==> config.mk <==
export PLATFORM = sky130hd
export DESIGN_NAME = lcbd_display
export DESIGN_NICKNAME = d
export VERILOG_FILES = /design/src/lcbd_pkg.sv /design/src/lcbd_display.sv
export SDC_FILE = /design/constraint.sdc
export NUM_CORES = 1
export LEC_CHECK = 0
export ABC_AREA = 1
export BUFFER_PORTS_ARGS = -buffer_cell sky130_fd_sc_hd__buf_2
export CAP_MARGIN = 10
export CORE_UTILIZATION = 35
export CTS_CLUSTER_DIAMETER = 40
export DETAILED_ROUTE_END_ITERATION = 12
export SLEW_MARGIN = 20
export SYNTH_ARGS = -nofsm -noshare
export SYNTH_HDL_FRONTEND = slang
export SYNTH_SLANG_ARGS = --single-unit
==> constraint.sdc <==
create_clock -name clock -period 1.9 [get_ports clock]
set_clock_uncertainty 0.15 [all_clocks]
set_input_delay 0.19 -clock clock [delete_from_list [all_inputs] [get_ports clock]]
set_output_delay 0.19 -clock clock [all_outputs]
set_load 0.03 [all_outputs]
==> src/lcbd_pkg.sv <==
// Constants, register map and field layout for the LED charge bar display.
// Assumes a 40 MHz system clock and an AXI4-Lite master with 32-bit data.
package lcbd_pkg;

   ////////////////////////////////////////////////////////////////////////////////
   // Timing.
   localparam int CLOCK_HZ           = 40_000_000;
   localparam int DISPLAY_TIME_S     = 4;
   localparam int DISPLAY_CYCLES_DEF = DISPLAY_TIME_S * CLOCK_HZ;
   localparam int BLINK_HALF_MS      = 500;
   localparam int BLINK_HALF_DEF     = (CLOCK_HZ / 1000) * BLINK_HALF_MS;
   localparam int COUNT_W            = 28;
   localparam int BLINK_W            = 25;

   ////////////////////////////////////////////////////////////////////////////////
   // Register map, byte addresses.
   localparam int         ADDR_W          = 8;
   localparam logic [7:0] CONFIG_OFFSET   = 8'h00;
   localparam logic [7:0] CHARGE_OFFSET   = 8'h04;
   localparam logic [7:0] CAPACITY_OFFSET = 8'h08;
   localparam logic [7:0] STATUS_OFFSET   = 8'h0c;

   // Configuration fields.
   localparam int CFG_COUNT_LSB = 0;
   localparam int CFG_REF_BIT   = 2;
   localparam int CFG_EOD_BIT   = 3;
   localparam int CFG_W         = 4;

   // Charge fields: relative level in bits 6:0, absolute level in bits 14:8.
   localparam int CHG_REL_LSB = 0;
   localparam int CHG_ABS_LSB = 8;
   localparam int SOC_W       = 7;

   // Capacity fields: remaining in 15:0, alarm level in 31:16.
   localparam int CAP_REM_LSB   = 0;
   localparam int CAP_ALARM_LSB = 16;
   localparam int CAP_W         = 16;

   // Status fields.
   localparam int STS_ON_BIT    = 8;
   localparam int STS_ALARM_BIT = 9;
   localparam int STS_PHASE_BIT = 10;

   // Reset values.
   localparam logic [CFG_W-1:0] CONFIG_RESET   = 4'h0;
   localparam logic [31:0]      CHARGE_RESET   = 32'h0000_0000;
   localparam logic [31:0]      CAPACITY_RESET = 32'h0000_0000;

   // AXI response codes.
   localparam logic [1:0] RESP_OKAY   = 2'h0;
   localparam logic [1:0] RESP_SLVERR = 2'h2;

   ////////////////////////////////////////////////////////////////////////////////
   // Segment count selection and lighting thresholds in percent.
   typedef enum logic [1:0] {
      SEG_FIVE  = 2'b00,
      SEG_FOUR  = 2'b01,
      SEG_THREE = 2'b10
   } lcbd_seg_count_type;

   localparam logic [6:0] FIVE_T2  = 7'h14;
   localparam logic [6:0] FIVE_T3  = 7'h28;
   localparam logic [6:0] FIVE_T4  = 7'h3c;
   localparam logic [6:0] FIVE_T5  = 7'h50;
   localparam logic [6:0] FOUR_T2  = 7'h19;
   localparam logic [6:0] FOUR_T3  = 7'h32;
   localparam logic [6:0] FOUR_T4  = 7'h4b;
   localparam logic [6:0] THREE_T2 = 7'h22;
   localparam logic [6:0] THREE_T3 = 7'h43;
   localparam int         LED_W    = 5;

endpackage : lcbd_pkg

==> src/lcbd_display.sv <==
// LED charge bar display: request edge detector, display timer, blinker,
// segment decoder and an AXI4-Lite register slave.
// Assumes the request input and all bus inputs are synchronous to clock.
//
// What this block does
// - Drives three, four or five segments, count picked by configuration bits.
// - Reference select picks full charge capacity or design capacity as full scale.
// - Falling edge of the active-low request turns display on for four seconds.
// - Further falling edges are ignored until the running display timer expires.
// - End-of-discharge flag forces every segment off regardless of anything else.
// - Segments step by 20, 25 or 33 percent of relative or absolute charge.
// - Lit segments blink while remaining capacity is below the alarm level.
// - Five segments: first always lit, others at 20, 40, 60, 80 percent.
// - Four segments: first always lit, others at 25, 50, 75 percent.
// - Three segments: first always lit, others at 34 and 67 percent.
`timescale 1ns/1ps

module lcbd_display
   import lcbd_pkg::*;
#(
   parameter int DISPLAY_CYCLES = DISPLAY_CYCLES_DEF,
   parameter int BLINK_HALF     = BLINK_HALF_DEF
) (
   input  wire logic              clock,
   input  wire logic              rstn,
   input  wire logic              display_request_n,
   output logic [LED_W-1:0]       led_segment,
   input  wire logic [ADDR_W-1:0] s_axi_awaddr,
   input  wire logic              s_axi_awvalid,
   output logic                   s_axi_awready,
   input  wire logic [31:0]       s_axi_wdata,
   input  wire logic [3:0]        s_axi_wstrb,
   input  wire logic              s_axi_wvalid,
   output logic                   s_axi_wready,
   output logic [1:0]             s_axi_bresp,
   output logic                   s_axi_bvalid,
   input  wire logic              s_axi_bready,
   input  wire logic [ADDR_W-1:0] s_axi_araddr,
   input  wire logic              s_axi_arvalid,
   output logic                   s_axi_arready,
   output logic [31:0]            s_axi_rdata,
   output logic [1:0]             s_axi_rresp,
   output logic                   s_axi_rvalid,
   input  wire logic              s_axi_rready
);

   // Refuse counts that do not fit the counters.
   if (DISPLAY_CYCLES < 2 || DISPLAY_CYCLES >= (1 << COUNT_W)) begin : g_bad_display
      $error("DISPLAY_CYCLES out of range");
   end
   if (BLINK_HALF < 1 || BLINK_HALF >= (1 << BLINK_W)) begin : g_bad_blink
      $error("BLINK_HALF out of range");
   end

   ////////////////////////////////////////////////////////////////////////////////
   // Functions.

   // Merges write data into a register under the byte strobes.
   function automatic logic [31:0] merge_strobe(input logic [31:0] old_value,
                                                input logic [31:0] data,
                                                input logic [3:0]  strb);
      logic [31:0] result;
      result = old_value;
      for (int i = 0; i < 4; i++) begin
         if (strb[i]) begin
            result[i*8 +: 8] = data[i*8 +: 8];
         end
      end
      return result;
   endfunction : merge_strobe

   // True when a byte address hits a mapped register.
   function automatic logic is_mapped(input logic [ADDR_W-1:0] addr);
      return (addr == CONFIG_OFFSET) || (addr == CHARGE_OFFSET) ||
             (addr == CAPACITY_OFFSET) || (addr == STATUS_OFFSET);
   endfunction : is_mapped

   // Converts a charge level into the bar pattern for the chosen segment count.
   function automatic logic [LED_W-1:0] seg_mask(input lcbd_seg_count_type count,
                                                 input logic [SOC_W-1:0] soc);
      logic [LED_W-1:0] mask;
      mask = '0;
      unique case (count)
         SEG_FOUR: begin
            mask = {1'b0, soc >= FOUR_T4, soc >= FOUR_T3, soc >= FOUR_T2, 1'b1};
         end
         SEG_THREE: begin
            mask = {2'b00, soc >= THREE_T3, soc >= THREE_T2, 1'b1};
         end
         default: begin
            // Five segments; the unused code also falls back here.
            mask = {soc >= FIVE_T5, soc >= FIVE_T4, soc >= FIVE_T3, soc >= FIVE_T2,
                    1'b1};
         end
      endcase
      return mask;
   endfunction : seg_mask

   ////////////////////////////////////////////////////////////////////////////////
   // Registers and derived controls.
   logic [CFG_W-1:0]   config_reg;
   logic [31:0]        charge_reg;
   logic [31:0]        capacity_reg;
   lcbd_seg_count_type seg_count;
   logic               ref_absolute;
   logic               end_of_discharge_flag;
   logic [SOC_W-1:0]   relative_level;
   logic [SOC_W-1:0]   absolute_level;
   logic [SOC_W-1:0]   shown_level;
   logic [CAP_W-1:0]   remaining_capacity_value;
   logic [CAP_W-1:0]   alarm_level;
   logic               capacity_alarm;

   // Field extraction from the software-written registers.
   assign seg_count                = lcbd_seg_count_type'(config_reg[CFG_COUNT_LSB +: 2]);
   assign ref_absolute             = config_reg[CFG_REF_BIT];
   assign end_of_discharge_flag    = config_reg[CFG_EOD_BIT];
   assign relative_level           = charge_reg[CHG_REL_LSB +: SOC_W];
   assign absolute_level           = charge_reg[CHG_ABS_LSB +: SOC_W];
   assign remaining_capacity_value = capacity_reg[CAP_REM_LSB +: CAP_W];
   assign alarm_level              = capacity_reg[CAP_ALARM_LSB +: CAP_W];

   // Absolute mode shows charge against design capacity, relative against full charge.
   assign shown_level    = ref_absolute ? absolute_level : relative_level;
   assign capacity_alarm = remaining_capacity_value < alarm_level;

   ////////////////////////////////////////////////////////////////////////////////
   // Request edge detector and display timer.
   logic               request_prev;
   logic               request_fall;
   logic [COUNT_W-1:0] display_count;
   logic               display_on;

   // Remembers the request level so a fall can be seen; released button is high.
   always_ff @(posedge clock or negedge rstn) begin
      if (!rstn) begin
         request_prev <= 1'b1;
      end else begin
         request_prev <= display_request_n;
      end
   end

   assign request_fall = request_prev && !display_request_n;
   assign display_on   = display_count != '0;

   // Loads four seconds on a fall while idle, then counts down to expiry.
   always_ff @(posedge clock or negedge rstn) begin
      if (!rstn) begin
         display_count <= '0;
      end else if (request_fall && !display_on) begin
         display_count <= COUNT_W'(DISPLAY_CYCLES);
      end else if (display_on) begin
         display_count <= display_count - 1'b1;
      end
   end

   ////////////////////////////////////////////////////////////////////////////////
   // Blink phase generator; restarts lit at every activation.
   logic [BLINK_W-1:0] blink_count;
   logic               blink_phase;

   always_ff @(posedge clock or negedge rstn) begin
      if (!rstn) begin
         blink_count <= '0;
         blink_phase <= 1'b1;
      end else if (!display_on || !capacity_alarm) begin
         blink_count <= '0;
         blink_phase <= 1'b1;
      end else if (blink_count == BLINK_W'(BLINK_HALF - 1)) begin
         blink_count <= '0;
         blink_phase <= !blink_phase;
      end else begin
         blink_count <= blink_count + 1'b1;
      end
   end

   ////////////////////////////////////////////////////////////////////////////////
   // Segment outputs, registered.
   logic [LED_W-1:0] next_led;

   // Dark when idle, at end of discharge, or in the dark half of a blink.
   always_comb begin
      next_led = '0;
      if (display_on && !end_of_discharge_flag && (!capacity_alarm || blink_phase)) begin
         next_led = seg_mask(seg_count, shown_level);
      end
   end

   always_ff @(posedge clock or negedge rstn) begin
      if (!rstn) begin
         led_segment <= '0;
      end else begin
         led_segment <= next_led;
      end
   end

   ////////////////////////////////////////////////////////////////////////////////
   // AXI4-Lite write channel: address and data taken in either order.
   logic              aw_held;
   logic              w_held;
   logic [ADDR_W-1:0] aw_addr;
   logic [31:0]       w_data;
   logic [3:0]        w_strb;
   logic              do_write;

   assign s_axi_awready = !aw_held && !s_axi_bvalid;
   assign s_axi_wready  = !w_held && !s_axi_bvalid;
   assign do_write      = aw_held && w_held && !s_axi_bvalid;

   // Captures address and data, then raises the response once both are in.
   always_ff @(posedge clock or negedge rstn) begin
      if (!rstn) begin
         aw_held      <= 1'b0;
         w_held       <= 1'b0;
         aw_addr      <= '0;
         w_data       <= '0;
         w_strb       <= '0;
         s_axi_bvalid <= 1'b0;
         s_axi_bresp  <= RESP_OKAY;
      end else begin
         if (s_axi_awvalid && s_axi_awready) begin
            aw_held <= 1'b1;
            aw_addr <= s_axi_awaddr;
         end
         if (s_axi_wvalid && s_axi_wready) begin
            w_held <= 1'b1;
            w_data <= s_axi_wdata;
            w_strb <= s_axi_wstrb;
         end
         if (do_write) begin
            aw_held      <= 1'b0;
            w_held       <= 1'b0;
            s_axi_bvalid <= 1'b1;
            s_axi_bresp  <= is_mapped(aw_addr) ? RESP_OKAY : RESP_SLVERR;
         end else if (s_axi_bvalid && s_axi_bready) begin
            s_axi_bvalid <= 1'b0;
         end
      end
   end

   // Register updates; the status word is read only and ignores writes.
   always_ff @(posedge clock or negedge rstn) begin
      if (!rstn) begin
         config_reg   <= CONFIG_RESET;
         charge_reg   <= CHARGE_RESET;
         capacity_reg <= CAPACITY_RESET;
      end else if (do_write) begin
         if (aw_addr == CONFIG_OFFSET) begin
            config_reg <= CFG_W'(merge_strobe({28'h0, config_reg}, w_data, w_strb));
         end
         if (aw_addr == CHARGE_OFFSET) begin
            charge_reg <= merge_strobe(charge_reg, w_data, w_strb);
         end
         if (aw_addr == CAPACITY_OFFSET) begin
            capacity_reg <= merge_strobe(capacity_reg, w_data, w_strb);
         end
      end
   end

   ////////////////////////////////////////////////////////////////////////////////
   // AXI4-Lite read channel: one cycle from address to data.
   logic [31:0] next_rdata;

   assign s_axi_arready = !s_axi_rvalid;

   // Selects the read word; unmapped addresses read zero.
   always_comb begin
      next_rdata = 32'h0000_0000;
      unique case (s_axi_araddr)
         CONFIG_OFFSET:   next_rdata = {28'h0, config_reg};
         CHARGE_OFFSET:   next_rdata = charge_reg & 32'h0000_7f7f;
         CAPACITY_OFFSET: next_rdata = capacity_reg;
         STATUS_OFFSET: begin
            next_rdata[LED_W-1:0]    = led_segment;
            next_rdata[STS_ON_BIT]    = display_on;
            next_rdata[STS_ALARM_BIT] = capacity_alarm;
            next_rdata[STS_PHASE_BIT] = blink_phase;
         end
         default:         next_rdata = 32'h0000_0000;
      endcase
   end

   always_ff @(posedge clock or negedge rstn) begin
      if (!rstn) begin
         s_axi_rvalid <= 1'b0;
         s_axi_rdata  <= '0;
         s_axi_rresp  <= RESP_OKAY;
      end else if (s_axi_arvalid && s_axi_arready) begin
         s_axi_rvalid <= 1'b1;
         s_axi_rdata  <= next_rdata;
         s_axi_rresp  <= is_mapped(s_axi_araddr) ? RESP_OKAY : RESP_SLVERR;
      end else if (s_axi_rvalid && s_axi_rready) begin
         s_axi_rvalid <= 1'b0;
      end
   end

   ////////////////////////////////////////////////////////////////////////////////
   // Assertions.

   timer_start_a: assert property (@(posedge clock) disable iff (!rstn)
      request_fall && !display_on |=> display_count == COUNT_W'(DISPLAY_CYCLES))
      else $error("display timer did not load on request fall");

   edge_ignored_a: assert property (@(posedge clock) disable iff (!rstn)
      request_fall && display_on |=> display_count == $past(display_count) - 1'b1)
      else $error("request fall restarted a running timer");

   eod_blank_a: assert property (@(posedge clock) disable iff (!rstn)
      end_of_discharge_flag |=> led_segment == '0)
      else $error("segments lit during end of discharge");

   idle_dark_a: assert property (@(posedge clock) disable iff (!rstn)
      !display_on |=> led_segment == '0)
      else $error("segments lit while display timer idle");

   first_lit_a: assert property (@(posedge clock) disable iff (!rstn)
      display_on && !end_of_discharge_flag && !capacity_alarm |=> led_segment[0])
      else $error("first segment dark while display on");

   five_full_a: assert property (@(posedge clock) disable iff (!rstn)
      display_on && !end_of_discharge_flag && !capacity_alarm &&
      seg_count == SEG_FIVE && shown_level >= FIVE_T5 |=> led_segment == 5'h1f)
      else $error("five segment full bar wrong");

   three_mid_a: assert property (@(posedge clock) disable iff (!rstn)
      display_on && !end_of_discharge_flag && !capacity_alarm &&
      seg_count == SEG_THREE && shown_level >= THREE_T2 && shown_level < THREE_T3
      |=> led_segment == 5'h03)
      else $error("three segment middle bar wrong");

   blink_dark_a: assert property (@(posedge clock) disable iff (!rstn)
      display_on && capacity_alarm && !blink_phase |=> led_segment == '0)
      else $error("segments lit in dark blink phase");

   blink_hold_a: assert property (@(posedge clock) disable iff (!rstn)
      display_on && capacity_alarm && blink_count != BLINK_W'(BLINK_HALF - 1)
      |=> blink_phase == $past(blink_phase))
      else $error("blink phase changed early");

   write_resp_a: assert property (@(posedge clock) disable iff (!rstn)
      do_write |=> s_axi_bvalid && !aw_held && !w_held)
      else $error("write response missing");

   read_resp_a: assert property (@(posedge clock) disable iff (!rstn)
      s_axi_arvalid && s_axi_arready |=> s_axi_rvalid)
      else $error("read data missing");

endmodule : lcbd_display

; ---- Yosys cells after proc, flatten, opt, wreduce, memory -nomap -nowiden
; Cells that the tools add are included.
[totals]
regBits = 194
input_bits = 60
output_inout_bits = 46
elab_cells = 112
[op_classes]
n_addsub = 2
order_cmp = 10
n_eq_ne = 9
muxes = 23
reduce_logical = 46
[ops]
columns = op, n
row1 = 28-bit 2-to-1 mux, 2
row2 = 25-bit 2-to-1 mux, 2
row3 = 21-bit one-hot mux with 2 select lines, 1
row4 = "8-bit by 4-bit equality test with 1-bit output, second input constant", 4
row5 = "7-bit by 6-bit >= comparator with 1-bit output, second input constant", 4
row6 = 28-bit nonzero test, 1
row7 = "28-bit by 1-bit subtractor with 28-bit output, second input constant", 1
row8 = "25-bit by 1-bit adder with 25-bit output, second input constant", 1
row9 = "25-bit equality test, second input constant", 1
row10 = "7-bit >= comparator, second input constant", 3
row11 = 3-bit AND reduction, 7
row12 = 5-bit one-hot mux with 4 select lines, 1
row13 = "8-bit by 3-bit equality test with 1-bit output, second input constant", 2
row14 = 8-bit zero test, 2
row15 = 16-bit less-than comparator, 1
row16 = "7-bit by 5-bit >= comparator with 1-bit output, second input constant", 2
row17 = 1-bit logical AND, 13
row18 = 2-bit nonzero test, 6
row19 = 1-bit 2-to-1 mux, 10
row20 = 5-bit one-hot mux with 2 select lines, 1
row21 = 1-bit zero test, 9
row22 = 3-bit one-hot mux with 3 select lines, 1
row23 = 1-bit logical OR, 8
row24 = 7-bit 2-to-1 mux, 1
row25 = 5 further kinds, 6

; ---- Depth between registers and ports, before layout
[depth]
depth_word = 5
mapped_depth = 14
depth_no_buf = 13

; ---- Worst setup path after synthesis
; OpenSTA, ideal clock, no wires.
[synth_timing]
path_kind = register to register
from = register s_axi_bvalid
to = register w_data[13]
setup_ps = 77
t_arrival_ps = 1798
required_ps = 1673
slack_ps = -125
stages_incl_launch_ff = 6
path_buffers = 2
period_less_slack_ps = 2025
cell_sequence = dfrtp_1 nor2_1 nand2_1 buf_2 buf_2 a21oi_1
[synth_between]
elab_chain_len = 3
[synth_lines]
columns = element, line_no
row1 = start: declaration, lcbd_display.sv:36  ; output logic s_axi_bvalid,
row2 = start signal: assignment, lcbd_display.sv:218  ; s_axi_bvalid <= 1'b0;
row3 = start signal: assignment, lcbd_display.sv:233  ; s_axi_bvalid <= 1'b1;
row4 = start signal: assignment, lcbd_display.sv:236  ; s_axi_bvalid <= 1'b0;
row5 = 1-bit zero test, lcbd_display.sv:207  ; assign s_axi_wready = !w_held && !s_axi_bvalid;
row6 = 1-bit logical AND, lcbd_display.sv:207
row7 = net s_axi_wready, lcbd_display.sv:34  ; output logic s_axi_wready,
row8 = 1-bit logical AND, lcbd_display.sv:225  ; if (s_axi_wvalid && s_axi_wready) begin
row9 = end signal: assignment, lcbd_display.sv:227  ; w_data <= s_axi_wdata;
row10 = end: declaration, lcbd_display.sv:202  ; logic [31:0] w_data;
; The timed path passes the listed nets, and every way through them passes these cells.
; A chain may end at the register's enable or synchronous reset.

; ---- Worst setup path in the final report
[layout_timing]
from = register capacity_reg[26]
to = register blink_count[21]
[layout_between]
elab_chain_len = 4
[layout_lines]
columns = element, line_no
row1 = start: declaration, lcbd_display.sv:103  ; logic [31:0] capacity_reg;
row2 = start signal: assignment, lcbd_display.sv:255  ; capacity_reg <= merge_strobe(capacity_reg, w_data, w_strb);
row3 = 16-bit less-than comparator, lcbd_display.sv:125  ; assign capacity_alarm = remaining_capacity_value < alarm_level;
row4 = 1-bit zero test, lcbd_display.sv:166  ; end else if (!display_on || !capacity_alarm) begin
row5 = 1-bit logical OR, lcbd_display.sv:166
row6 = 25-bit 2-to-1 mux, lcbd_display.sv:166
row7 = end signal: assignment, lcbd_display.sv:173  ; blink_count <= blink_count + 1'b1;
row8 = end: declaration, lcbd_display.sv:159  ; logic [BLINK_W-1:0] blink_count;
; No other way between the ends.

==> results.tsv <==
metric	value	unit
finalInstanceArea	12390	um2
switching_share	39.13	%
gp_congestion	0.9426	
critPathCaptureType	register	
arrival	2.15	ns
fin_nets	1446	
p_int	9999	uW
port_buffers	103	
start_util	35.77	%
firstDrtPassIters	10	
grt_max_degree	57	
cts_buffers	17	
first_iter_violations	503	
peakVddDrop	1101	uV
setup_ws	-0.02405	ns
routed_via_density	4.696	
clock_sinks	192	
cts-htree-levels	4	
diodes	0	
power_switching	6427	uW
wl_met3	1070	um
power.total	16430	uW
post-route-drc-count	2	
cp_data_required_time	2.12	ns
clk_path_buf_depth	2	
wirelength	24800	um
max_cap_viol_count	0	
rsz0062_at_grt	true	
die_h	165.4	um
netlist_area	9348	um2
gr-usage-all-layers	19.03	%
seqPwrFrac	34.8	%
drive_gt1_share	25.00	%
dieArea	27370	um2
synth_cell_type_count	44	
p_per_area	1326	nW/um2
violations	DRC, setup timing	
min_period_over_period	101.3	%
final_antenna_net_count	0	
hold_violations	0	
finalSetupViolations	12	
grt_pass1_wl	40340	um
hold_ws	0.02243	ns
p_leak	0.006094	uW
final_common_cell	nand2_1	
fin_crit	1.924	ns
layout_common_cells	nand2_1 (251), dfrtp_1 (189), nor2_1 (150), inv_1 (112), buf_4 (111)	
startpoint_type	register	
antenna_found_initial	0	
status	complete, but fails checks	
tns	-0.1620	ns
drt-met1-wl	11410	um
synth_seq_cells	192	
drv_slew	0	
dp_hpwl	18230	um
grt_overflow	0	
p_clk_share	22.7	%
wl_met2	11830	um
routedWlPerCell	14.46	um
rows	59	
hold_path_class	in2reg	
avgSynthCellArea	8.467	um2
coreArea	26130	um2
ys_seq_area_share	51.43	%
crit_type	reg2reg	
dpl-instance-area	10990	um2
max_freq	519.7	MHz
top_layer_used	met4	
io_pins	106	
yosysWarnings	0	
comb_power_share	42.5	%
crit_fanout	4	
area_growth	32.57	%
cts_tree	yes	
cts.clk_slew.worst_paths	0.08	ns
clk_latency	0.44	ns
vias	8053	
slew_headroom	65.45	%
postSynthCellCount	1104	
cts_root_buf	clkbuf_16	
grt_pass1_vias	7988	
tightest_slew	0.5182	ns
chipWidth	165.4	um
fillers	2552	
[stage by stage]
stage                     utilization [%]  worst slack, ns  instances
after floorplan                         -          0.03304       1105
after global placement              42.07         -0.01648       1619
after detailed placement            42.07         -0.01394       1619
after CTS                           46.69        -0.005709       1707
after global routing                47.42          -0.1778       1715
final                               47.42         -0.02405       1715
[worst max-delay path, stage by stage (launching register included)]
cell and delay (ns):
dfrtp_1 0.38, inv_1 0.09, ha_1 0.24, nand2_2 0.08, inv_2 0.04, o21ai_1 0.06
a21oi_1 0.09, nor2_1 0.12, buf_4 0.13, nand3_2 0.08, inv_2 0.08, nand2_4 0.08
buf_16 0.16, nor2_4 0.08
[timing repair]
action,in CTS,in global routing
cloned,1,1
setup endpoints to repair,19,68
pin swaps,7,7
resized for setup,13,38
setup buffers,6,7
hold endpoints to repair,99,0
hold buffers,49,0
[power groups by stage]
stage | Clock, uW | Sequential (uW) | Combinational, uW
global route | 3960 | 5840 | 7790
floorplan | 0 | 5740 | 3890
finish | 3730 | 5720 | 6980
detailed placement | 0 | 5760 | 5970
CTS | 3780 | 5690 | 6860
global placement | 0 | 5740 | 5890
[worst paths after layout]
| kind | cells past startpoint | from | slack [ns] | to |
|---|---|---|---|---|
| setup / recovery | 13 | capacity_reg[26]$_DFFE_PN0P_ | -0.02 | blink_count[21]$_DFF_PN0_ |
| setup reg to reg | 13 | capacity_reg[26]$_DFFE_PN0P_ | -0.02 | blink_count[21]$_DFF_PN0_ |
| min in group asynchronous | 2 | rstn | 0.12 | display_count[6]$_DFFE_PN0P_ |
| hold / removal | 4 | s_axi_araddr[0] | 0.02 | s_axi_rresp[1]$_DFFE_PN0P_ |
| hold reg to reg | 2 | s_axi_rdata[1]$_DFFE_PN0P_ | 0.34 | s_axi_rdata[1]$_DFFE_PN0P_ |
| max in group asynchronous | 3 | rstn | 0.77 | blink_count[7]$_DFF_PN0_ |
[Yosys cell counts (all sizes together)]
master  instances  area [um2]
inv           124       465.4
o21bai          1       7.510
mux2i           1       10.01
mux2           11       123.9
nor3           21       116.4
dfstp           2       52.55
clkinv          1       3.750
o211ai          1       7.510
or2             3       18.77
ha             19       237.7
nor2          180       799.5
clkbuf          8       30.03
a31o            1       8.760
xnor2          15       131.4
conb            1       3.750
a21oi          59       295.3
xor2           26       227.7
nand4          24       171.4
nand2         264        1008
o31ai          15       112.6
a31oi           1       6.260
nand3          36       195.2
dfrtp         190        4755
o21ai          69       345.3
buf            22       140.1
nor4            5       31.28
o22ai           3       18.77
nor4b           1       23.77
[layout make-up]
class                           instances  area, um2  share of cell area, %
Clock buffer                           17      425.4                  3.433
Clock inverter                         15      180.2                  1.454
Inverter                              125      476.7                  3.847
Multi-Input combinational cell        758       4068                  32.83
Sequential cell                       192       4808                  38.80
Tap cell                              335      419.2                  3.382
Timing Repair Buffer                  272       2009                  16.22
Timing Repair inverter                  1      5.005                0.04039
[cells by family (layout without fill, tap and decap cells)]
group	count (synthesis)	in the layout	synth area share, %
AOI/OAI and AO/OA	150	150	8.580
xor gates and xnor gates	41	41	3.842
adders and majority gates	19	19	2.543
buffers and inverters	155	430	6.840
DFF	192	192	51.43
muxes	12	12	1.432
other	1	2	0.04012
and+or+nand+nor	534	534	25.30
[per-layer routing]
| layer | track usage, % | vias up |
|---|---|---|
| li1 | - | 4059 |
| met1 | 25.20 | 3772 |
| met2 | 31.48 | 185 |
| met3 | 3.322 | 37 |
| met4 | 6.157 | 0 |
| met5 | 0 | - |
(Power assumes the default switching activity.)
